[src/logic/dtcu_pkg.sv]
package dtcu_pkg;
  // ****************************************
  // Machine cycle phases and prescale
  // ****************************************
  localparam int unsigned PHASES_PER_CYCLE = 4;
  localparam logic [1:0] PHASE_C3 = 2'h2;
  localparam logic [1:0] PHASE_C4 = 2'h3;
  localparam logic [3:0] DIV_SLOW = 4'hc;
  localparam logic [3:0] DIV_FAST = 4'h4;
  localparam logic SPEED_RESET = 1'b0;
  // ****************************************
  // Timer mode register field positions
  // ****************************************
  localparam int unsigned T0_MODE_LO_BIT = 0;
  localparam int unsigned T0_MODE_HI_BIT = 1;
  localparam int unsigned T0_FUNC_BIT = 2;
  localparam int unsigned T0_GATE_BIT = 3;
  localparam int unsigned T1_MODE_LO_BIT = 4;
  localparam int unsigned T1_MODE_HI_BIT = 5;
  localparam int unsigned T1_FUNC_BIT = 6;
  localparam int unsigned T1_GATE_BIT = 7;
  localparam logic [7:0] MODE_REG_RESET = 8'h00;
  localparam logic [7:0] COUNT_RESET = 8'h00;
  // ****************************************
  // Counter modes
  // ****************************************
  typedef enum logic [1:0] {
    DTCU_MODE_13BIT = 2'b00,
    DTCU_MODE_16BIT = 2'b01,
    DTCU_MODE_RELOAD = 2'b10,
    DTCU_MODE_SPLIT = 2'b11
  } dtcu_mode_t;
endpackage

[src/logic/dtcu_top.sv]
`timescale 1ns/100ps
module dtcu_top (
  input wire logic CLK,
  input wire logic RST,
  input wire logic [7:0] TIMER_MODE_REG,
  input wire logic T0_SPEED_SEL,
  input wire logic T1_SPEED_SEL,
  input wire logic T0_RUN,
  input wire logic T1_RUN,
  input wire logic EXT_IRQ_PIN_ZERO,
  input wire logic EXT_IRQ_PIN_ONE,
  input wire logic COUNT_PIN_ZERO,
  input wire logic COUNT_PIN_ONE,
  input wire logic T0_TOGGLE_ENABLE,
  input wire logic T1_TOGGLE_ENABLE,
  input wire logic [7:0] WR_DATA,
  input wire logic T0_WR_LOW,
  input wire logic T0_WR_HIGH,
  input wire logic T1_WR_LOW,
  input wire logic T1_WR_HIGH,
  input wire logic T0_OVF_CLEAR,
  input wire logic T1_OVF_CLEAR,
  output logic [7:0] T0_COUNT_LOW,
  output logic [7:0] T0_COUNT_HIGH,
  output logic [7:0] T1_COUNT_LOW,
  output logic [7:0] T1_COUNT_HIGH,
  output logic T0_OVERFLOW,
  output logic T1_OVERFLOW,
  output logic COUNT_PIN_ZERO_OUT,
  output logic COUNT_PIN_ONE_OUT
);
  import dtcu_pkg::*;

  // ****************************************
  // Machine cycle phase and time bases
  // ****************************************
  logic [1:0] phase_reg;
  logic [3:0] div0_reg;
  logic [3:0] div1_reg;
  logic c3;
  logic c4;
  logic tick0;
  logic tick1;

  function automatic logic [3:0] div_step(input logic [3:0] cnt,
                                          input logic fast);
    logic [3:0] top;
    // The divider steps once per machine cycle, so the clock ratio is
    // scaled down by the number of phases in a machine cycle.
    top = fast ? DIV_FAST : DIV_SLOW;
    top = top / 4'(PHASES_PER_CYCLE);
    div_step = (cnt >= top - 4'h1) ? 4'h0 : cnt + 4'h1;
  endfunction

  assign c3 = (phase_reg == PHASE_C3);
  assign c4 = (phase_reg == PHASE_C4);
  assign tick0 = c3 && (div0_reg == 4'h0);
  assign tick1 = c3 && (div1_reg == 4'h0);

  always_ff @(posedge CLK or posedge RST) begin
    if (RST) begin
      phase_reg <= 2'h0;
      div0_reg <= 4'h0;
      div1_reg <= 4'h0;
    end else begin
      phase_reg <= phase_reg + 2'h1;
      if (c3) begin
        div0_reg <= div_step(div0_reg, T0_SPEED_SEL);
        div1_reg <= div_step(div1_reg, T1_SPEED_SEL);
      end
    end
  end

  // ****************************************
  // Mode register fields
  // ****************************************
  logic [1:0] mode0;
  logic [1:0] mode1;
  logic func0;
  logic func1;
  logic gate0;
  logic gate1;
  logic split0;

  assign mode0 = {TIMER_MODE_REG[T0_MODE_HI_BIT],
                  TIMER_MODE_REG[T0_MODE_LO_BIT]};
  assign mode1 = {TIMER_MODE_REG[T1_MODE_HI_BIT],
                  TIMER_MODE_REG[T1_MODE_LO_BIT]};
  assign func0 = TIMER_MODE_REG[T0_FUNC_BIT];
  assign func1 = TIMER_MODE_REG[T1_FUNC_BIT];
  assign gate0 = TIMER_MODE_REG[T0_GATE_BIT];
  assign gate1 = TIMER_MODE_REG[T1_GATE_BIT];
  assign split0 = (mode0 == 2'(DTCU_MODE_SPLIT));

  // ****************************************
  // Count pin edge detectors
  // ****************************************
  logic fall0;
  logic fall1;

  dtcu_edge u_edge0 (
    .CLK(CLK),
    .RST(RST),
    .sample_en(c4),
    .pin_in(COUNT_PIN_ZERO),
    .fall_seen(fall0)
  );

  dtcu_edge u_edge1 (
    .CLK(CLK),
    .RST(RST),
    .sample_en(c4),
    .pin_in(COUNT_PIN_ONE),
    .fall_seen(fall1)
  );

  // ****************************************
  // Count enables
  // ****************************************
  logic qual0;
  logic qual1;
  logic src0;
  logic src1;
  logic inc0_low;
  logic inc0_high;
  logic inc1_low;
  logic run1_eff;

  assign qual0 = T0_RUN && (!gate0 || EXT_IRQ_PIN_ZERO);
  // run bit lent to timer 0
  assign run1_eff = split0 ? 1'b1 : T1_RUN;
  assign qual1 = run1_eff && (!gate1 || EXT_IRQ_PIN_ONE);
  assign src0 = func0 ? (c3 && fall0) : tick0;
  assign src1 = func1 ? (c3 && fall1) : tick1;
  assign inc0_low = qual0 && src0;
  assign inc0_high = split0 && T1_RUN && tick0;
  assign inc1_low = qual1 && src1 && (mode1 != 2'(DTCU_MODE_SPLIT));

  // ****************************************
  // Counters
  // ****************************************
  logic wrap0_low;
  logic wrap0_high;
  logic wrap1;

  dtcu_count u_count0 (
    .CLK(CLK),
    .RST(RST),
    .mode(mode0),
    .inc_low(inc0_low),
    .inc_high(inc0_high),
    .wr_low(T0_WR_LOW),
    .wr_high(T0_WR_HIGH),
    .wr_data(WR_DATA),
    .low_q(T0_COUNT_LOW),
    .high_q(T0_COUNT_HIGH),
    .low_wrap(wrap0_low),
    .high_wrap(wrap0_high)
  );

  dtcu_count u_count1 (
    .CLK(CLK),
    .RST(RST),
    .mode(mode1),
    .inc_low(inc1_low),
    .inc_high(1'b0),
    .wr_low(T1_WR_LOW),
    .wr_high(T1_WR_HIGH),
    .wr_data(WR_DATA),
    .low_q(T1_COUNT_LOW),
    .high_q(T1_COUNT_HIGH),
    .low_wrap(wrap1),
    .high_wrap()
  );

  // ****************************************
  // Overflow flags and toggle outputs
  // ****************************************
  logic set0;
  logic set1;
  logic tf0_reg;
  logic tf1_reg;
  logic tog0_reg;
  logic tog1_reg;

  assign set0 = wrap0_low;
  assign set1 = split0 ? wrap0_high : wrap1;

  // The set wins over a clear arriving in the same cycle.
  always_ff @(posedge CLK or posedge RST) begin
    if (RST) begin
      tf0_reg <= 1'b0;
      tf1_reg <= 1'b0;
    end else begin
      tf0_reg <= set0 | (tf0_reg & ~T0_OVF_CLEAR);
      tf1_reg <= set1 | (tf1_reg & ~T1_OVF_CLEAR);
    end
  end

  always_ff @(posedge CLK or posedge RST) begin
    if (RST) begin
      tog0_reg <= 1'b1;
      tog1_reg <= 1'b1;
    end else begin
      if (T0_TOGGLE_ENABLE && !func0 && wrap0_low) begin
        tog0_reg <= ~tog0_reg;
      end
      if (T1_TOGGLE_ENABLE && !func1 && wrap1) begin
        tog1_reg <= ~tog1_reg;
      end
    end
  end

  assign T0_OVERFLOW = tf0_reg;
  assign T1_OVERFLOW = tf1_reg;
  assign COUNT_PIN_ZERO_OUT = tog0_reg;
  assign COUNT_PIN_ONE_OUT = tog1_reg;
endmodule

[src/logic/dtcu_edge.sv]
`timescale 1ns/100ps
module dtcu_edge (
  input wire logic CLK,
  input wire logic RST,
  input wire logic sample_en,
  input wire logic pin_in,
  output logic fall_seen
);
  import dtcu_pkg::*;
  logic cur_reg;
  logic seen_reg;
  logic seen_next;
  assign seen_next = cur_reg & ~pin_in;
  always_ff @(posedge CLK or posedge RST) begin
    if (RST) begin
      cur_reg <= 1'b1;
      seen_reg <= 1'b0;
    end else if (sample_en) begin
      cur_reg <= pin_in;
      seen_reg <= seen_next;
    end
  end
  // Held for a whole machine cycle so C3 of the next cycle sees it.
  assign fall_seen = seen_reg;
endmodule

[src/logic/dtcu_count.sv]
`timescale 1ns/100ps
module dtcu_count (
  input wire logic CLK,
  input wire logic RST,
  input wire logic [1:0] mode,
  input wire logic inc_low,
  input wire logic inc_high,
  input wire logic wr_low,
  input wire logic wr_high,
  input wire logic [7:0] wr_data,
  output logic [7:0] low_q,
  output logic [7:0] high_q,
  output logic low_wrap,
  output logic high_wrap
);
  import dtcu_pkg::*;
  logic [7:0] low_reg;
  logic [7:0] high_reg;
  logic [7:0] low_next;
  logic [7:0] high_next;
  logic low_full;
  logic [4:0] low5;
  assign low5 = low_reg[4:0];
  assign low_full = (mode == 2'(DTCU_MODE_13BIT)) ? (low5 == 5'h1f) :
                    (low_reg == 8'hff);
  always_comb begin
    low_next = low_reg;
    high_next = high_reg;
    low_wrap = 1'b0;
    high_wrap = 1'b0;
    case (mode)
      2'(DTCU_MODE_13BIT), 2'(DTCU_MODE_16BIT): begin
        if (inc_low) begin
          if (mode == 2'(DTCU_MODE_13BIT)) begin
            low_next = {low_reg[7:5], low5 + 5'h01};
          end else begin
            low_next = low_reg + 8'h01;
          end
          if (low_full) begin
            high_next = high_reg + 8'h01;
            low_wrap = (high_reg == 8'hff);
          end
        end
      end
      2'(DTCU_MODE_RELOAD): begin
        if (inc_low) begin
          low_next = low_full ? high_reg : low_reg + 8'h01;
          low_wrap = low_full;
        end
      end
      default: begin
        if (inc_low) begin
          low_next = low_reg + 8'h01;
          low_wrap = low_full;
        end
        if (inc_high) begin
          high_next = high_reg + 8'h01;
          high_wrap = (high_reg == 8'hff);
        end
      end
    endcase
  end
  always_ff @(posedge CLK or posedge RST) begin
    if (RST) begin
      low_reg <= COUNT_RESET;
      high_reg <= COUNT_RESET;
    end else begin
      low_reg <= wr_low ? wr_data : low_next;
      high_reg <= wr_high ? wr_data : high_next;
    end
  end
  assign low_q = low_reg;
  assign high_q = high_reg;
endmodule

[config.mk]
export PLATFORM = sky130hd
export DESIGN_NAME = dtcu_top
export DESIGN_NICKNAME = d
export VERILOG_FILES = /design/src/logic/dtcu_pkg.sv /design/src/logic/dtcu_top.sv /design/src/logic/dtcu_edge.sv /design/src/logic/dtcu_count.sv
export SDC_FILE = /design/constraint.sdc
export NUM_CORES = 1
export LEC_CHECK = 0
export ABC_AREA = 1
export BUFFER_PORTS_ARGS = -buffer_cell sky130_fd_sc_hd__buf_2
export CORE_MARGIN = 8
export CORE_UTILIZATION = 34
export DETAILED_ROUTE_END_ITERATION = 16
export PLACE_DENSITY = 0.66
export REMOVE_ABC_BUFFERS = 1
export SLEW_MARGIN = 10
export SYNTH_ARGS = -nofsm -noshare
export SYNTH_HDL_FRONTEND = slang
export SYNTH_SLANG_ARGS = --single-unit
[constraint.sdc]
create_clock -name CLK -period 1.5 [get_ports CLK]
set_input_delay 0.075 -clock CLK [delete_from_list [all_inputs] [get_ports CLK]]
set_output_delay 0.075 -clock CLK [all_outputs]
set_load 0.1 [all_outputs]
; Yosys cells after proc, flatten, opt, wreduce, memory -nomap -nowiden
; Cells that the tools add are included.
[op_classes]
addsub = 11
n_eq_ne = 19
order_cmp = 2
n_mux = 43
bitwise = 12
reduce_logical = 38
[ops]
columns = cell, n
row1 = $mux 8, 20
row2 = $pmux 8 s2, 3
row3 = $add 8x1->8 const B, 4
row4 = $eq 8x8->1 const B, 4
row5 = $mux 1, 16
row6 = $mux 4, 4
row7 = $logic_and 1x1->1, 15
row8 = $add 5x1->5 const B, 2
row9 = $eq 2x2->1 const B, 5
row10 = $eq 5x5->1 const B, 2
row11 = $reduce_bool 2->1, 5
row12 = $ne 3x3->1 const B, 3
row13 = $add 4x1->4 const B, 2
row14 = $ge 4x4->1, 2
row15 = $logic_not 4->1, 2
row16 = $not 1->1, 6
row17 = $sub 2x1->3 const B, 2
row18 = $and 1x1->1, 4
row19 = $eq 2x1->1 const B, 2
row20 = $logic_not 1->1, 4
row21 = $logic_not 2->1, 2
row22 = $ne 2x2->1 const B, 2
row23 = $reduce_and 2->1, 2
row24 = $reduce_and 4->1, 1
row25 = 8 further kinds, 11
[totals]
register_bits = 50
input_bits = 34
wordCells = 142
output_inout_bits = 36

; Longest topological paths before layout
[logic_depth]
depth_word = 9
ltp_mapped = 13
ltp_nobuf = 12

; Hierarchy
; A second synthesis with hierarchy kept.
[hier_totals]
cells_unflattened = 527
area_unflattened_um2 = 3642.2
[modules_own_cells]
columns = module, seq_area_each_um2, cells_per_inst, n_inst, area_per_inst_um2
row1 = dtcu_count, 400.4, 202, 2, 1315.0
row2 = dtcu_top, 352.8, 101, 1, 839.6
row3 = dtcu_edge, 51.3, 11, 2, 86.3

; Least setup slack after synthesis
; OpenSTA, ideal clock, no wires.
[synth_path]
kind = reg-to-reg
startpoint = register u_count0.low_reg[0], in the netlist u_count0.low_q[0]
endpoint = register tog0_reg, in the netlist COUNT_PIN_ZERO_OUT
synth_period_minus_slack_ns = 2.267
arrival_time_ns = 2.189
required_time_ns = 1.423
setup_ns = 0.077
path_buffers = 1
stages_incl_launch_ff = 13
path_slack_ns = -0.767
path_cell_list = dfrtp_1 > ha_1 > inv_1 > nor2_1 > ha_1 > nand3_1 > nand2_2 > buf_6 > nand3_4 > nor2_4 > nand2_1 > nand2_1 > nand2_1
[synth_between]
elab_chain_len = 6
elab_cells_between_ends = 8
cone_classes = eq/ne (2) / mux (5) / reduce/logical (1)
[synth_lines]
columns = item, line
row1 = start: declaration, dtcu_count.sv:17  ; logic [7:0] low_reg;
row2 = start signal: assignment, dtcu_count.sv:68  ; low_reg <= wr_low ? wr_data : low_next;
row3 = $eq 8x8->1 / $eq 5x5->1 (equally long branches), "dtcu_count.sv:25, dtcu_count.sv:24"
row4 = $mux 1 *, dtcu_count.sv:24  ; assign low_full = (mode == 2'(DTCU_MODE_13BIT)) ? (low5 == 5'h1f) :
row5 = $mux 1, dtcu_count.sv:39  ; if (low_full) begin
row6 = $mux 1, dtcu_count.sv:33  ; if (inc_low) begin
row7 = $mux 1 *, -
row8 = $logic_and 1x1->1 *, dtcu_top.sv:205  ; if (T0_TOGGLE_ENABLE && !func0 && wrap0_low) begin
row9 = end signal: assignment, dtcu_top.sv:206  ; tog0_reg <= ~tog0_reg;
row10 = end: declaration, dtcu_top.sv:183  ; logic tog0_reg;
; Every way passes the cells marked *; elsewhere a longest branch is shown, timed or not.
; A chain may end at the register's enable or synchronous reset.

; Final worst setup path
[layout_path]
startpoint = register u_count1.low_reg[0], in the netlist u_count1.low_q[0]
endpoint = register u_count1.high_reg[3], in the netlist u_count1.high_q[3]
[layout_between]
elab_chain_len = 4
elab_cells_between_ends = 5
cone_classes = eq/ne (2) / mux (1) / reduce/logical (2)
[layout_lines]
columns = item, line
row1 = start: declaration, dtcu_count.sv:17
row2 = start signal: assignment, dtcu_count.sv:68
row3 = $eq 8x8->1 / $eq 5x5->1 (equally long branches), "dtcu_count.sv:25, dtcu_count.sv:24"
row4 = $mux 1 *, dtcu_count.sv:24
row5 = $reduce_bool 2->1 (no source line) *, -
row6 = $reduce_and 3->1 (no source line) *, -
row7 = end signal: assignment, dtcu_count.sv:69  ; high_reg <= wr_high ? wr_data : high_next;
row8 = end: declaration, dtcu_count.sv:18  ; logic [7:0] high_reg;
; Marks and branches as above.

==> summary.md <==
| Metric | Value |
|---|---|
| GRT Util Overall | 0.158 |
| Cells after Synth | 539 |
| Unique masters post-synth | 39 |
| PwrDens | about 950 nW/um^2 |
| Htree depth | 2 |
| First-pass GRT wire length | 18700 um |
| Die width | 119 um |
| Synth area leaders | dfrtp_1 (32%), nand2_1 (19%), nand3_1 (10%) |
| Min-delay src | COUNT_PIN_ONE |
| Die area | 14200 um^2 |
| Post-synthesis mux area share | 0.00276 |
| WL/cell | between 10 and 15 um |
| Root Buffer | clkbuf_8 |
| Reg-to-Reg Start | u_count1.low_q[0]$_DFFE_PP0P_ |
| Hold EP | u_edge1.cur_reg$_DFFE_PP1N_ |
| Predominant post-synthesis flop cell | dfrtp_1 |
| WL final | ~12000 um |
| Worst-path maximum fanout | 4 |
| TritonCTS Sinks | 50 |
| # setup viols final | 28 |
| Layout Cells excl Fill | a little over 800 |
| Final period util | 1.09 |
| Top-area cell type share of the netlist area | 0.318 |
| Clk_skew | roughly 0.016 ns |
| Worst rel slew slack | 0.613 |
| Number of diodes | 0 |
| Post-synth top area cell | dfrtp_1 |
| R2R Path End | u_count1.high_q[3]$_DFFE_PP0P_ |
| Largest family of logic cells by synthesized area | simple AND/OR/NAND/NOR gates |
| Layout Nets | ~700 |
| Worst hold-check path type | in -> reg |
| Largest net degree at the start of global routing | 51 |
| Worst-Margin Slew | 0.579 ns |
| I/O Buffers | between 60 and 70 |
| Worst Path Required | roughly 1.7 ns |
| Yosys warning count | 0 |
| Worst vdd ir | between 0.6 and 0.7 mV |
| Initial DRT Pass Iterations | 4 |
| Worst hold path depth | 3 |
| Complex-gate fraction of the synthesized area | 0.0712 |
| CORE AREA | between 10000 and 15000 um^2 |
| R2R setup slack | -0.14 ns |
| Skew-Pair Late Insertion Delay | between 0.3 and 0.4 ns |
| Unrepaired setup endpoints after global routing | true |
| Initial core utilization | 0.351 |
| Total of max-cap violations | 0 |
| Grt ovf | 0 |
| Lkg Pwr | around 2.6 nW |
| CTS tree | yes |
| Final ANT Viol Nets | 0 |
| Placed Cells | about 790 |
| Via/cell ratio | just under 5 |
| R2R depth | 9 |
| Pre-CTS WS | -0.198 ns |
| Final Hold Fails | 0 |
| Post-route setup slack | -0.136 ns |
| Initial antenna violation count | 0 |
| Worst-path clk slew | 0.10 ns |
| Via count | approximately 4000 |
| Worst setup path class | reg -> reg |
| Share of cells above drive strength 1 | 0.373 |
| RD Place Congestion | 0.930 |
| Failing checks | negative setup slack |
| Synthesized flop and latch total | 50 |
| # DRC | 0 |
| Status | finished with violations |
| Die H | approximately 120 um |
| Post-synthesis xor/xnor area fraction | 0.0314 |
| Number of global-route vias before repair | just under 4000 |
| Boundary Pins | 70 |
| Max-slew violation count | 0 |
| Adder-Cell Fraction of Synth Area | 0.0518 |
| Crit. End Element | flip-flop |
| Avg Cell Area, Syn | 6.72 um^2 |
| CP startpoint kind | flip-flop |
| # rows | 37 |
| Max Fclk | 0.611 GHz |
| Critical Path AT | about 1.9 ns |
| Clock Tree Buf Depth | 2 |
| Post-synth EDFFs | 0 |
| CTS buffer count | 5 |
| Async S/R FF share, synth | 1.00 |
| Dpl hpwl | about 8500 um |
| Syn Std Cell Area | approximately 3600 um^2 |
| Period minus WS final | 1.64 ns |
| Post-synthesis sequential area ratio | 0.347 |
| Simple-Gate Fraction of Synth Area | 0.409 |
| Initial drt markers | 228 |
| Synth-to-Final Area Change | 42.8% |
==> worst max path at each step <==
stage,startpoint,endpoint,slack (ns),cells after the start
6_report,u_count1.low_q[0]$_DFFE_PP0P_,u_count1.high_q[3]$_DFFE_PP0P_,-0.14,9
5_1_grt,u_count0.low_q[0]$_DFFE_PP0P_,COUNT_PIN_ZERO_OUT$_DFFE_PP1P_,-0.21,11
3_3_place_gp,phase_reg[0]$_DFF_PP0_,u_count1.high_q[6]$_DFFE_PP0P_,-0.18,9
4_1_cts,u_count0.low_q[1]$_DFFE_PP0P_,u_count0.low_q[7]$_DFFE_PP0P_,-0.08,12
3_5_place_dp,u_count0.low_q[0]$_DFFE_PP0P_,u_count0.high_q[4]$_DFFE_PP0P_,-0.20,12
2_1_floorplan,u_count0.low_q[0]$_DFFE_PP0P_,u_count0.high_q[0]$_DFFE_PP0P_,-0.88,12
==> cell families after synthesis <==
kind of cell | count (synthesis)
and+or+nand+nor | 337
DFF | 50
adders and majority gates | 15
AOI/OAI and AO/OA | 43
muxes | 1
buffers and inverters | 80
xor gates and xnor gates | 13
==> layer usage <==
layer / GRT usage / vias up / share of wire
li1: - / 1978 / -
met3: 0.0274 / 16 / 0.050
met4: 0.0474 / 0 / 0.017
met5: 0 / - / 0
met2: 0.271 / 99 / 0.50
met1: 0.199 / 1900 / 0.43
==> stage by stage <==
| step | setup TNS (ns) | power (mW) | hold WS, ns | util | cell area, um^2 |
|---|---|---|---|---|---|
| floorplan | -25.60 | 3.21 | 0.174 | - | 3580 |
| global placement | -4.82 | 3.78 | 0.140 | 0.435 | 4490 |
| detailed placement | -5.30 | 3.81 | 0.147 | 0.435 | 4490 |
| CTS | -1.39 | 4.83 | 0.0270 | 0.467 | 4820 |
| global route | -5.41 | 5.19 | 0.0331 | 0.501 | 5170 |
| finish | -2.28 | 4.93 | 0.0272 | 0.501 | 5170 |
==> worst max-delay path, cell delays in order, from the launching register on <==
cell	delay, ns
dfrtp_1	0.43
ha_2	0.22
nand2_2	0.07
inv_2	0.06
nand3_4	0.07
nand2_4	0.09
a21oi_4	0.22
clkinvlp_4	0.21
nand3_2	0.12
nand2_2	0.04
==> power breakdown <==
part	leakage (nW)	switching, mW	internal [mW]	total (mW)
Clock	0.0524	0.471	0.501	0.972
Combinational	1.96	1.68	0.583	2.27
Sequential	0.623	0.195	1.50	1.69
Total	2.64	2.35	2.58	4.93
==> area by class of cell <==
| type | count | area [um^2] |
|---|---|---|
| Fill cell | 1002 | 5150 |
| Multi-Input combinational cell | 410 | 2500 |
| Sequential cell | 50 | 1260 |
| Timing Repair Buffer | 131 | 847 |
| Inverter | 73 | 282 |
| Tap cell | 136 | 170 |
| Clock buffer | 7 | 76.3 |
| Clock inverter | 1 | 30.0 |
| Timing Repair inverter | 1 | 7.51 |
==> Yosys cell counts (6+ instances only) <==
library cell,n
nand4_1,6
ha_1,15
a21oi_1,6
inv_1,67
nand2_1,186
xnor2_1,8
o21ai_0,19
dfrtp_1,46
nand3_1,72
nand2_2,7
nor2_1,46
==> placed cells by master, fill, tap and decap left out, types with 6 or more instances in the layout <==
cell / count
nand3_1: 45
ha_1: 7
inv_1: 58
nand2_2: 27
xnor2_1: 7
o21ai_0: 17
nand2_1: 157
inv_2: 10
buf_2: 69
nor2_4: 8
nor2_1: 39
a21oi_1: 6
nand2_4: 9
buf_4: 54
nand4_1: 6
nand3_2: 25
ha_2: 6
dfrtp_1: 45
==> repair_timing <==
action / 4_1_cts / 5_1_grt
pin swaps: 11 / 38
hold buffers: 2 / 0
hold endpoints to repair: 47 / 0
resized for setup: 44 / 76
setup endpoints to repair: 36 / 37
setup buffers: 5 / 5
cloned: 2 / 0
No activity file was read; power rests on OpenSTA's default activity.
